<file path="config.mk">
export PLATFORM = sky130hd
export DESIGN_NAME = udsr_top
export DESIGN_NICKNAME = d
export VERILOG_FILES = /design/src/include/udsr_pkg.sv /design/src/design/udsr_sync.sv /design/src/design/udsr_step.sv /design/src/design/udsr_top.sv
export SDC_FILE = /design/constraint.sdc
export NUM_CORES = 2
export LEC_CHECK = 0
export ABC_AREA = 1
export CAP_MARGIN = 20
export CORE_MARGIN = 3
export CORE_UTILIZATION = 50
export CTS_BUF_LIST = sky130_fd_sc_hd__clkbuf_16
export CTS_CLUSTER_SIZE = 20
export DETAILED_ROUTE_END_ITERATION = 7
export DONT_BUFFER_PORTS = 1
export PLACE_DENSITY = 0.71
export SETUP_SLACK_MARGIN = 0.2
export SYNTH_ARGS = -nofsm -noshare
export SYNTH_HDL_FRONTEND = slang
export SYNTH_SLANG_ARGS = --single-unit
</file>
<file path="constraint.sdc">
create_clock -name i_clock -period 20.3 [get_ports i_clock]
set_input_delay 2.03 -clock i_clock [delete_from_list [all_inputs] [get_ports i_clock]]
set_output_delay 2.03 -clock i_clock [all_outputs]
set_load 0.01 [all_outputs]
</file>
<file path="src/include/udsr_pkg.sv">
// Notes on behaviour
// - Raise terminal ramps output up to the upper limit, then stops.
// - Lower terminal ramps output down to the lower limit, then stops.
// - With neither terminal active the present ramp value is kept.
// - Upward slope from acceleration time, downward slope from deceleration time.
// - Disable terminal gates the block; activation loads the assigned input signal.
// - A loaded value outside the limits ramps to the violated limit.
// - Deactivation action 0 leaves the output where it is.
// - Actions 1, 2, 5 ramp to zero, lower limit, upper limit.
// - Actions 3 and 4 jump to zero or lower limit at once.
// - At power-off the present output is written to nonvolatile memory.
// - At start-up init select picks saved value or lower limit.
// - Sample-and-hold: deactivation freezes output against analog input changes.
// - Sample-and-hold mode disables up/down set-value operation.
// - Sample-and-hold start-up follows deactivation action and init select; the code applies init select only, never the deactivation action.
// - Ramp times are 0 to 100 percent, 1 s to 5000 s, default 10 s.
// - Output is signed, 14-bit resolution, -16384 to +16384.
package udsr_pkg;

  // ----------------------------------------
  // Register offsets (byte addresses)
  // ----------------------------------------
  localparam logic [7:0] OFS_UPPER  = 8'h00;
  localparam logic [7:0] OFS_LOWER  = 8'h04;
  localparam logic [7:0] OFS_ACCEL  = 8'h08;
  localparam logic [7:0] OFS_DECEL  = 8'h0c;
  localparam logic [7:0] OFS_CONFIG = 8'h10;
  localparam logic [7:0] OFS_OUTPUT = 8'h14;
  localparam logic [7:0] OFS_STATUS = 8'h18;

  // ----------------------------------------
  // Field positions and widths
  // ----------------------------------------
  localparam int LIM_W       = 11;
  localparam int TIME_W      = 13;
  localparam int OUT_W       = 16;
  localparam int CFG_ACT_LSB = 0;
  localparam int CFG_INIT    = 3;
  localparam int CFG_SH      = 4;
  localparam int STS_ACTIVE  = 0;
  localparam int STS_RAMP    = 1;
  localparam int STS_READY   = 2;

  // ----------------------------------------
  // Reset values and ranges
  // ----------------------------------------
  localparam logic [LIM_W-1:0]  UPPER_RST = 11'h3e8;
  localparam logic [LIM_W-1:0]  LOWER_RST = 11'h000;
  localparam logic [TIME_W-1:0] TIME_RST  = 13'h000a;
  localparam logic [TIME_W-1:0] TIME_MIN  = 13'h0001;
  localparam logic [TIME_W-1:0] TIME_MAX  = 13'h1388;

  // Deactivation actions
  localparam logic [2:0] ACT_KEEP    = 3'h0;
  localparam logic [2:0] ACT_RAMP0   = 3'h1;
  localparam logic [2:0] ACT_RAMPLO  = 3'h2;
  localparam logic [2:0] ACT_JUMP0   = 3'h3;
  localparam logic [2:0] ACT_JUMPLO  = 3'h4;
  localparam logic [2:0] ACT_RAMPHI  = 3'h5;

  // ----------------------------------------
  // Timing and scaling
  // ----------------------------------------
  localparam int CLK_HZ        = 50_000_000;
  localparam int SEC_TO_CYCLES = CLK_HZ / 1;
  localparam logic [39:0] FULL_SCALE = 40'h0000004000;
  localparam logic signed [25:0] LIM_MUL   = 26'sh0004189;
  localparam logic signed [25:0] LIM_ROUND = 26'sh0000200;
  localparam int LIM_SHIFT = 10;

  typedef enum logic [1:0] {ST_INIT, ST_RUN, ST_OFF_RAMP, ST_OFF_HOLD} udsr_mode_t;

  // Limit in 0.1 % steps to output counts, 1000 maps to 16384
  function automatic logic [OUT_W-1:0] udsr_scale(input logic [LIM_W-1:0] lim);
    logic signed [25:0] prod;
    prod = 26'($signed(lim)) * LIM_MUL + LIM_ROUND;
    prod = prod >>> LIM_SHIFT;
    return prod[OUT_W-1:0];
  endfunction

endpackage

</file>
<file path="src/design/udsr_sync.sv">
`timescale 1ns/1ps
module udsr_sync
  import udsr_pkg::*;
#(
  parameter int WIDTH = 4
)
(
  // Clock and reset
  input  wire logic             i_clock,
  input  wire logic             i_rst_b,
  // Asynchronous levels in, synchronised levels out
  input  wire logic [WIDTH-1:0] i_async,
  output logic      [WIDTH-1:0] o_sync
);

  if (WIDTH < 1) begin : g_chk
    $error("udsr_sync: WIDTH must be at least 1");
  end

  typedef struct packed {
    logic [WIDTH-1:0] meta;
    logic [WIDTH-1:0] stable;
  } udsr_sync_t;

  udsr_sync_t sync_reg;
  udsr_sync_t sync_next;

  // ----------------------------------------
  // Two stages; only stage two is seen outside
  // ----------------------------------------
  always_comb
  begin
    sync_next.meta   = i_async;
    sync_next.stable = sync_reg.meta;
  end

  always_ff @(posedge i_clock)
  begin
    if (!i_rst_b)
      sync_reg <= '0;
    else
      sync_reg <= sync_next;
  end

  assign o_sync = sync_reg.stable;

endmodule

</file>
<file path="src/design/udsr_step.sv">
`timescale 1ns/1ps
module udsr_step
  import udsr_pkg::*;
#(
  parameter int P_CYCLES_PER_SEC = SEC_TO_CYCLES
)
(
  // Clock and reset
  input  wire logic              i_clock,
  input  wire logic              i_rst_b,
  // Ramp request and full-scale time in seconds
  input  wire logic              i_run,
  input  wire logic [TIME_W-1:0] i_time,
  // One count step
  output logic                   o_step
);

  // Fastest ramp must still give at most one count per cycle
  if (P_CYCLES_PER_SEC < 16384) begin : g_chk
    $error("udsr_step: P_CYCLES_PER_SEC must be at least 16384");
  end

  localparam logic [39:0] CYC = 40'(P_CYCLES_PER_SEC);

  typedef struct packed {
    logic [39:0] acc;
    logic        step;
  } udsr_step_t;

  udsr_step_t st_reg;
  udsr_step_t st_next;
  logic [39:0] thr;
  logic [39:0] sum;

  // ----------------------------------------
  // Fractional accumulator: 16384 counts per full time
  // ----------------------------------------
  always_comb
  begin
    thr          = 40'(i_time) * CYC;
    sum          = st_reg.acc + FULL_SCALE;
    st_next.step = 1'b0;
    st_next.acc  = sum;
    if (!i_run)
    begin
      st_next.acc = '0; // Restart phase so each ramp starts clean
    end
    else if (sum >= thr)
    begin
      st_next.acc  = sum - thr;
      st_next.step = 1'b1;
    end
  end

  always_ff @(posedge i_clock)
  begin
    if (!i_rst_b)
      st_reg <= '0;
    else
      st_reg <= st_next;
  end

  assign o_step = st_reg.step;

endmodule

</file>
<file path="src/design/udsr_top.sv">
// The APB register port and the placing of the registers were left to the implementer.
`timescale 1ns/1ps
module udsr_top
  import udsr_pkg::*;
#(
  parameter int P_CYCLES_PER_SEC = SEC_TO_CYCLES
)
(
  // Clock and reset
  input  wire logic              i_clock,
  input  wire logic              i_rst_b,
  // APB slave
  input  wire logic              i_psel,
  input  wire logic              i_penable,
  input  wire logic              i_pwrite,
  input  wire logic [7:0]        i_paddr,
  input  wire logic [31:0]       i_pwdata,
  output logic      [31:0]       o_prdata,
  output logic                   o_pready,
  output logic                   o_pslverr,
  // Terminal pins, asynchronous
  input  wire logic              i_raise_pin,
  input  wire logic              i_lower_pin,
  input  wire logic              i_block_disable_terminal,
  input  wire logic              i_power_fail_pin,
  // Assigned analog input, same clock
  input  wire logic [OUT_W-1:0]  i_assignable_analog_input,
  // Nonvolatile memory
  input  wire logic              i_nvm_ready,
  input  wire logic [OUT_W-1:0]  i_nvm_data,
  output logic                   o_nvm_wr_en,
  output logic      [OUT_W-1:0]  o_nvm_wr_data,
  // Set value out
  output logic      [OUT_W-1:0]  o_setpoint,
  output logic                   o_active
);

  // ----------------------------------------
  // State
  // ----------------------------------------
  typedef struct packed {
    udsr_mode_t        mode;
    logic              active;
    logic [OUT_W-1:0]  out;
    logic [OUT_W-1:0]  off_tgt;
    logic [LIM_W-1:0]  upper_limit_setting;
    logic [LIM_W-1:0]  lower_limit_setting;
    logic [TIME_W-1:0] accel_time_setting;
    logic [TIME_W-1:0] decel_time_setting;
    logic [2:0]        deactivation_action;
    logic              powerup_init_select;
    logic              analog_source_select;
    logic              dis_prev;
    logic              pf_prev;
    logic              ready;
    logic              nvm_wr_en;
    logic [OUT_W-1:0]  nvm_wr_data;
    logic [31:0]       prdata;
    logic              pready;
    logic              pslverr;
  } udsr_top_t;

  localparam udsr_top_t ST_RST = '{
    mode:                ST_INIT,
    upper_limit_setting: UPPER_RST,
    lower_limit_setting: LOWER_RST,
    accel_time_setting:  TIME_RST,
    decel_time_setting:  TIME_RST,
    dis_prev:            1'b1,
    default:             '0
  };

  udsr_top_t st_reg;
  udsr_top_t st_next;

  logic [3:0]       pins_sync;
  logic             raise_s;
  logic             lower_s;
  logic             dis_s;
  logic             pf_s;
  logic [OUT_W-1:0] upper_cnt;
  logic [OUT_W-1:0] lower_cnt;
  logic [OUT_W-1:0] ramp_tgt;
  logic             ramp_en;
  logic             go_up;
  logic             go_dn;
  logic             step_up;
  logic             step_dn;
  logic             access;
  logic             done;
  logic [31:0]      rd_data;
  logic             rd_err;
  logic [TIME_W-1:0] wr_time;

  // ----------------------------------------
  // Pin synchronisers and ramp rate steppers
  // ----------------------------------------
  udsr_sync #(
    .WIDTH (4)
  ) u_sync (
    .i_clock (i_clock),
    .i_rst_b (i_rst_b),
    .i_async ({i_power_fail_pin, i_block_disable_terminal, i_lower_pin, i_raise_pin}),
    .o_sync  (pins_sync)
  );

  assign raise_s = pins_sync[0];
  assign lower_s = pins_sync[1];
  assign dis_s   = pins_sync[2];
  assign pf_s    = pins_sync[3];

  udsr_step #(
    .P_CYCLES_PER_SEC (P_CYCLES_PER_SEC)
  ) u_step_up (
    .i_clock (i_clock),
    .i_rst_b (i_rst_b),
    .i_run   (go_up),
    .i_time  (st_reg.accel_time_setting),
    .o_step  (step_up)
  );

  udsr_step #(
    .P_CYCLES_PER_SEC (P_CYCLES_PER_SEC)
  ) u_step_dn (
    .i_clock (i_clock),
    .i_rst_b (i_rst_b),
    .i_run   (go_dn),
    .i_time  (st_reg.decel_time_setting),
    .o_step  (step_dn)
  );

  // ----------------------------------------
  // Ramp target; limits converted to output counts
  // ----------------------------------------
  always_comb
  begin
    upper_cnt = udsr_scale(st_reg.upper_limit_setting);
    lower_cnt = udsr_scale(st_reg.lower_limit_setting);
    ramp_tgt  = st_reg.out;
    ramp_en   = 1'b0;
    if (st_reg.mode == ST_RUN && !st_reg.analog_source_select)
    begin
      ramp_en = 1'b1;
      if ($signed(st_reg.out) > $signed(upper_cnt))
        ramp_tgt = upper_cnt;
      else if ($signed(st_reg.out) < $signed(lower_cnt))
        ramp_tgt = lower_cnt;
      else if (raise_s && !lower_s)
        ramp_tgt = upper_cnt;
      else if (lower_s && !raise_s)
        ramp_tgt = lower_cnt;
      else
        ramp_en = 1'b0;
    end
    else if (st_reg.mode == ST_OFF_RAMP)
    begin
      ramp_tgt = st_reg.off_tgt;
      ramp_en  = 1'b1;
    end
    go_up = ramp_en && ($signed(st_reg.out) < $signed(ramp_tgt));
    go_dn = ramp_en && ($signed(st_reg.out) > $signed(ramp_tgt));
  end

  // ----------------------------------------
  // APB decode; one wait state, so pready comes from a flop
  // ----------------------------------------
  always_comb
  begin
    access  = i_psel && i_penable && !st_reg.pready;
    done    = i_psel && i_penable && st_reg.pready;
    rd_err  = 1'b0;
    rd_data = '0;
    case (i_paddr)
      OFS_UPPER:  rd_data = {21'h000000, st_reg.upper_limit_setting};
      OFS_LOWER:  rd_data = {21'h000000, st_reg.lower_limit_setting};
      OFS_ACCEL:  rd_data = {19'h00000, st_reg.accel_time_setting};
      OFS_DECEL:  rd_data = {19'h00000, st_reg.decel_time_setting};
      OFS_CONFIG: rd_data = {27'h0000000, st_reg.analog_source_select,
                             st_reg.powerup_init_select, st_reg.deactivation_action};
      OFS_OUTPUT: rd_data = {16'h0000, st_reg.out};
      OFS_STATUS: rd_data = {29'h00000000, st_reg.ready, (go_up || go_dn),
                             (st_reg.mode == ST_RUN)};
      default:    rd_err  = 1'b1;
    endcase
    // Out-of-range times are pulled into 1 s .. 5000 s
    wr_time = i_pwdata[TIME_W-1:0];
    if (i_pwdata[31:TIME_W] != '0 || wr_time > TIME_MAX)
      wr_time = TIME_MAX;
    else if (wr_time < TIME_MIN)
      wr_time = TIME_MIN;
  end

  // ----------------------------------------
  // Next state
  // ----------------------------------------
  always_comb
  begin
    st_next           = st_reg;
    st_next.dis_prev  = dis_s;
    st_next.pf_prev   = pf_s;
    st_next.nvm_wr_en = 1'b0;
    st_next.pready    = access;
    st_next.pslverr   = access && rd_err;
    if (access)
      st_next.prdata = rd_data;

    // Register writes take effect at the completing edge
    if (done && i_pwrite)
    begin
      case (i_paddr)
        OFS_UPPER:  st_next.upper_limit_setting = i_pwdata[LIM_W-1:0];
        OFS_LOWER:  st_next.lower_limit_setting = i_pwdata[LIM_W-1:0];
        OFS_ACCEL:  st_next.accel_time_setting  = wr_time;
        OFS_DECEL:  st_next.decel_time_setting  = wr_time;
        OFS_CONFIG:
        begin
          st_next.deactivation_action  = i_pwdata[CFG_ACT_LSB +: 3];
          st_next.powerup_init_select  = i_pwdata[CFG_INIT];
          st_next.analog_source_select = i_pwdata[CFG_SH];
        end
        default: ;
      endcase
    end

    // Power loss edge stores the present value
    if (pf_s && !st_reg.pf_prev && st_reg.ready)
    begin
      st_next.nvm_wr_en   = 1'b1;
      st_next.nvm_wr_data = st_reg.out;
    end

    // One count per rate step, never past the target
    if (go_up && step_up)
      st_next.out = st_reg.out + 16'h0001;
    else if (go_dn && step_dn)
      st_next.out = st_reg.out - 16'h0001;

    case (st_reg.mode)
      ST_INIT:
      begin
        if (i_nvm_ready)
        begin
          st_next.ready = 1'b1;
          st_next.out   = st_reg.powerup_init_select ? lower_cnt : i_nvm_data;
          st_next.mode  = dis_s ? ST_OFF_HOLD : ST_RUN;
        end
      end
      ST_RUN:
      begin
        if (st_reg.analog_source_select)
          st_next.out = i_assignable_analog_input;
        if (dis_s)
        begin
          st_next.mode = ST_OFF_RAMP;
          case (st_reg.deactivation_action)
            ACT_RAMP0:  st_next.off_tgt = '0;
            ACT_RAMPLO: st_next.off_tgt = lower_cnt;
            ACT_RAMPHI: st_next.off_tgt = upper_cnt;
            ACT_JUMP0:
            begin
              st_next.out  = '0;
              st_next.mode = ST_OFF_HOLD;
            end
            ACT_JUMPLO:
            begin
              st_next.out  = lower_cnt;
              st_next.mode = ST_OFF_HOLD;
            end
            default:
            begin
              // Held value no longer tracks the analog input
              st_next.out  = st_reg.analog_source_select ? i_assignable_analog_input : st_reg.out;
              st_next.mode = ST_OFF_HOLD;
            end
          endcase
        end
      end
      ST_OFF_RAMP:
      begin
        if (!go_up && !go_dn)
          st_next.mode = ST_OFF_HOLD;
      end
      ST_OFF_HOLD:
      begin
        // Frozen; no step can reach here since ramp_en is low
      end
      default:
        st_next.mode = ST_INIT;
    endcase

    // Activation loads the assigned signal in every mode except ST_INIT
    if (st_reg.mode != ST_INIT && st_reg.dis_prev && !dis_s)
    begin
      st_next.out  = i_assignable_analog_input;
      st_next.mode = ST_RUN;
    end
    // Run flag kept in its own flop so the pin needs no decode
    st_next.active = (st_next.mode == ST_RUN);
  end

  // ----------------------------------------
  // State register
  // ----------------------------------------
  always_ff @(posedge i_clock)
  begin
    if (!i_rst_b)
      st_reg <= ST_RST;
    else
      st_reg <= st_next;
  end

  // ----------------------------------------
  // Outputs, all from flops
  // ----------------------------------------
  assign o_prdata      = st_reg.prdata;
  assign o_pready      = st_reg.pready;
  assign o_pslverr     = st_reg.pslverr;
  assign o_nvm_wr_en   = st_reg.nvm_wr_en;
  assign o_nvm_wr_data = st_reg.nvm_wr_data;
  assign o_setpoint    = st_reg.out;
  assign o_active      = st_reg.active;

endmodule

</file>
==> key figures <==
Drt
  • Routed wire length: 85580 microns
  • DRT antenna net count: 0
  • Vias: 25340
  • Vias/cell: 5.598
  • Total iterations of the first detailed-routing run: 6
  • Initial DRC Count: 2303
  • Residual DRC count: 0
  • WL/cell: 18.91 microns

Synthesis
  • Largest family of logic cells by synthesized area: adder cells
  • Seq/Total Area, Yosys: 0.1435
  • Cell count after synthesis: 3852
  • Synth Area in XOR/XNOR: 0.05689
  • Mux contribution to synthesized area: 0
  • Asr flop ratio synth: 0
  • Post-synth cell types: 59
  • Number of synthesized flops with an enable pin: 0
  • Mapped cell area: 28170 sq um
  • Mean Syn Cell Area: 7.314 sq um
  • Synth Area in Simple Gates: 0.1700
  • Most used DFF post-synth: dfxtp_1
  • Yosys reg bits: 202
  • Compound-Gate Fraction of Synth Area: 0.1634
  • Post-Synth Adder-Cell Area: 0.3384
  • Yosys warns: 0

Critical path
  • Worst stage delay on the critical path: 730 ps
  • WS Path Type: reg -> reg
  • CP delay by family, top: adder cells
  • Most used cell along the critical path: nand2_1
  • Arr. time, crit path: 11140 ps
  • Slowest-stage cell, CP: a21oi_1
  • Worst setup SP type: flip-flop
  • Crit Path Max Fanout: 26
  • Critical Path RT: 20720 ps
  • Crit path buf inv count: 6
  • Crit. End Element: flip-flop

Clock tree
  • Clock Tree Buf Depth: 3
  • H-tree lvl count: 1
  • Setup Fix Bufs, Post-CTS: 0
  • Skew-Pair Late Insertion Delay: 560 ps
  • Clock transition at the registers of the reported paths: 70 ps
  • TritonCTS clock tree: done
  • CTS Hold Bufs: 0
  • Sink Count: 202
  • TritonCTS buffer count: 25
  • Clk root buf: clkbuf_16
  • Post-cts resize count: 0

Global routing
  • Vias in the first global route: 24440
  • First-pass GRT wire length: 134700 microns
  • Overall Global Routing Usage: 0.2849
  • Pin count of the biggest net entering global routing: 102
  • Grt total ovfl: 0
  • Initial antenna violation count: 4

Placement
  • Cell Area, Placed: 28480 sq um
  • DP Worst Slack: 10010 ps
  • Dpl cells: 4479
  • Routability cong.: 1.005
  • Port-buffer cells: 0
  • DP Wirelength: 68490 microns

Finish
  • Most frequent cells in the layout: 698 x inv_1, 618 x nand2_1, 442 x ha_1
  • FF+latch area: 4044 sq um
  • Post-route insts no fill: 4526
  • Design Area, Final: 29380 sq um
  • Fin nets: 4484
  • Share of cells above drive strength 1: 0.03732
  • Synth-to-Final Area Change: 4.277%
  • Fillers: 5373
  • Multi-input combinational cell area: 20600 sq um
  • Ant. Diodes: 0
  • Commonest non-fill, non-tap cell in the layout: inv_1
  • Max FFs per register: 74
  • Finished Core Util: 0.5301

Floorplanning
  • Initial Util: 0.5084
  • Core area: 55420 sq um
  • Die area: 59230 sq um
  • Die X: 243.4 microns
  • Die Height: 243.4 microns
  • Row count: 86
  • Ports: 150

Timing
  • Clk_skew: 20.92 ps
  • Max transition margin: 0.2014
  • Final setup fails: 0
  • Clock period minus worst slack: 10720 ps
  • RSZ-0062 raised after global routing: false
  • Hold slack: 414.1 ps
  • Final Max Slew Viols: 0
  • Final Cycle Share: 0.5282
  • Setup TNS: 0 ps
  • Max Fclk: 0.09326 GHz
  • Least-Margin Pin Slew: 1187 ps
  • Final setup margin: 9578 ps
  • Hold Fails Final Rpt: 0

Job
  • Max-cap viol count: 0

Outcome
  • Status: complete, no violations

Worst hold path
  • Min-Delay Path Class: reg -> reg

Pwr
  • Maximum vdd drop: 0.00005055 V
  • Leakage power: 15.34 nW
  • Pwr per Cell Area: 47.21 nW/um^2
  • Tot Pwr: 1.387 mW
[per-layer routing]
metal | track usage | up-vias | wire length (microns)
li1 | - | 12350 | -
met1 | 0.3781 | 11600 | 35920
met2 | 0.4476 | 1131 | 36750
met3 | 0.05591 | 254 | 8198
met4 | 0.1318 | 6 | 4673
met5 | 0 | - | 36
[power breakdown]
part	switching, mW	leakage [nW]	internal, mW	total (mW)
logic	0.324	13.3	0.136	0.460
clock network	0.202	0.431	0.290	0.492
registers	0.0215	1.64	0.414	0.435
total	0.548	15.3	0.839	1.39
[final cells by class]
type | count | area share
clock buffers | 25 | 0.02129
clock inverters | 20 | 0.008305
inverters | 717 | 0.09161
multi-input cells | 2787 | 0.7012
flip-flops and latches | 202 | 0.1376
well taps | 748 | 0.03186
repair buffers | 27 | 0.008049
[worst min-delay path, delay by kind of cell, from the launching register on]
kind                   cells  cell delay [ps]
AND/OR/NAND/NOR            1               40
flip-flops                 1              310
buffers and inverters      1               40
[Yosys cell counts, drive strengths merged, types with 44 or more instances]
cell type	count	area share
nand3	125	0.024
xnor2	76	0.024
inv	707	0.094
nor2	235	0.033
clkbuf	71	0.0095
nand2	631	0.085
dfxtp	202	0.14
ha	442	0.20
nand4	44	0.010
buf	90	0.023
fa	200	0.14
xor2	107	0.033
a21oi	336	0.060
o21ai	323	0.058
[logic make-up after synthesis]
logic type                 after synthesis
adders and majority gates              642
DFF                                    202
AOI/OAI and AO/OA                      828
other                                    1
and+or+nand+nor                       1118
buffers and inverters                  878
xor gates and xnor gates               183
[final timing paths]
path | startpoint | endpoint | slack, ps | cells after the start
max | st_reg[95] | o_setpoint[15] | 9580 | 53
min | u_sync.sync_next[0] | u_sync.o_sync[0] | 410 | 2
max reg2reg | st_reg[95] | o_setpoint[15] | 9580 | 53
min reg2reg | u_sync.sync_next[0] | u_sync.o_sync[0] | 410 | 2
Note: power is estimated with default switching activity, not from simulation.
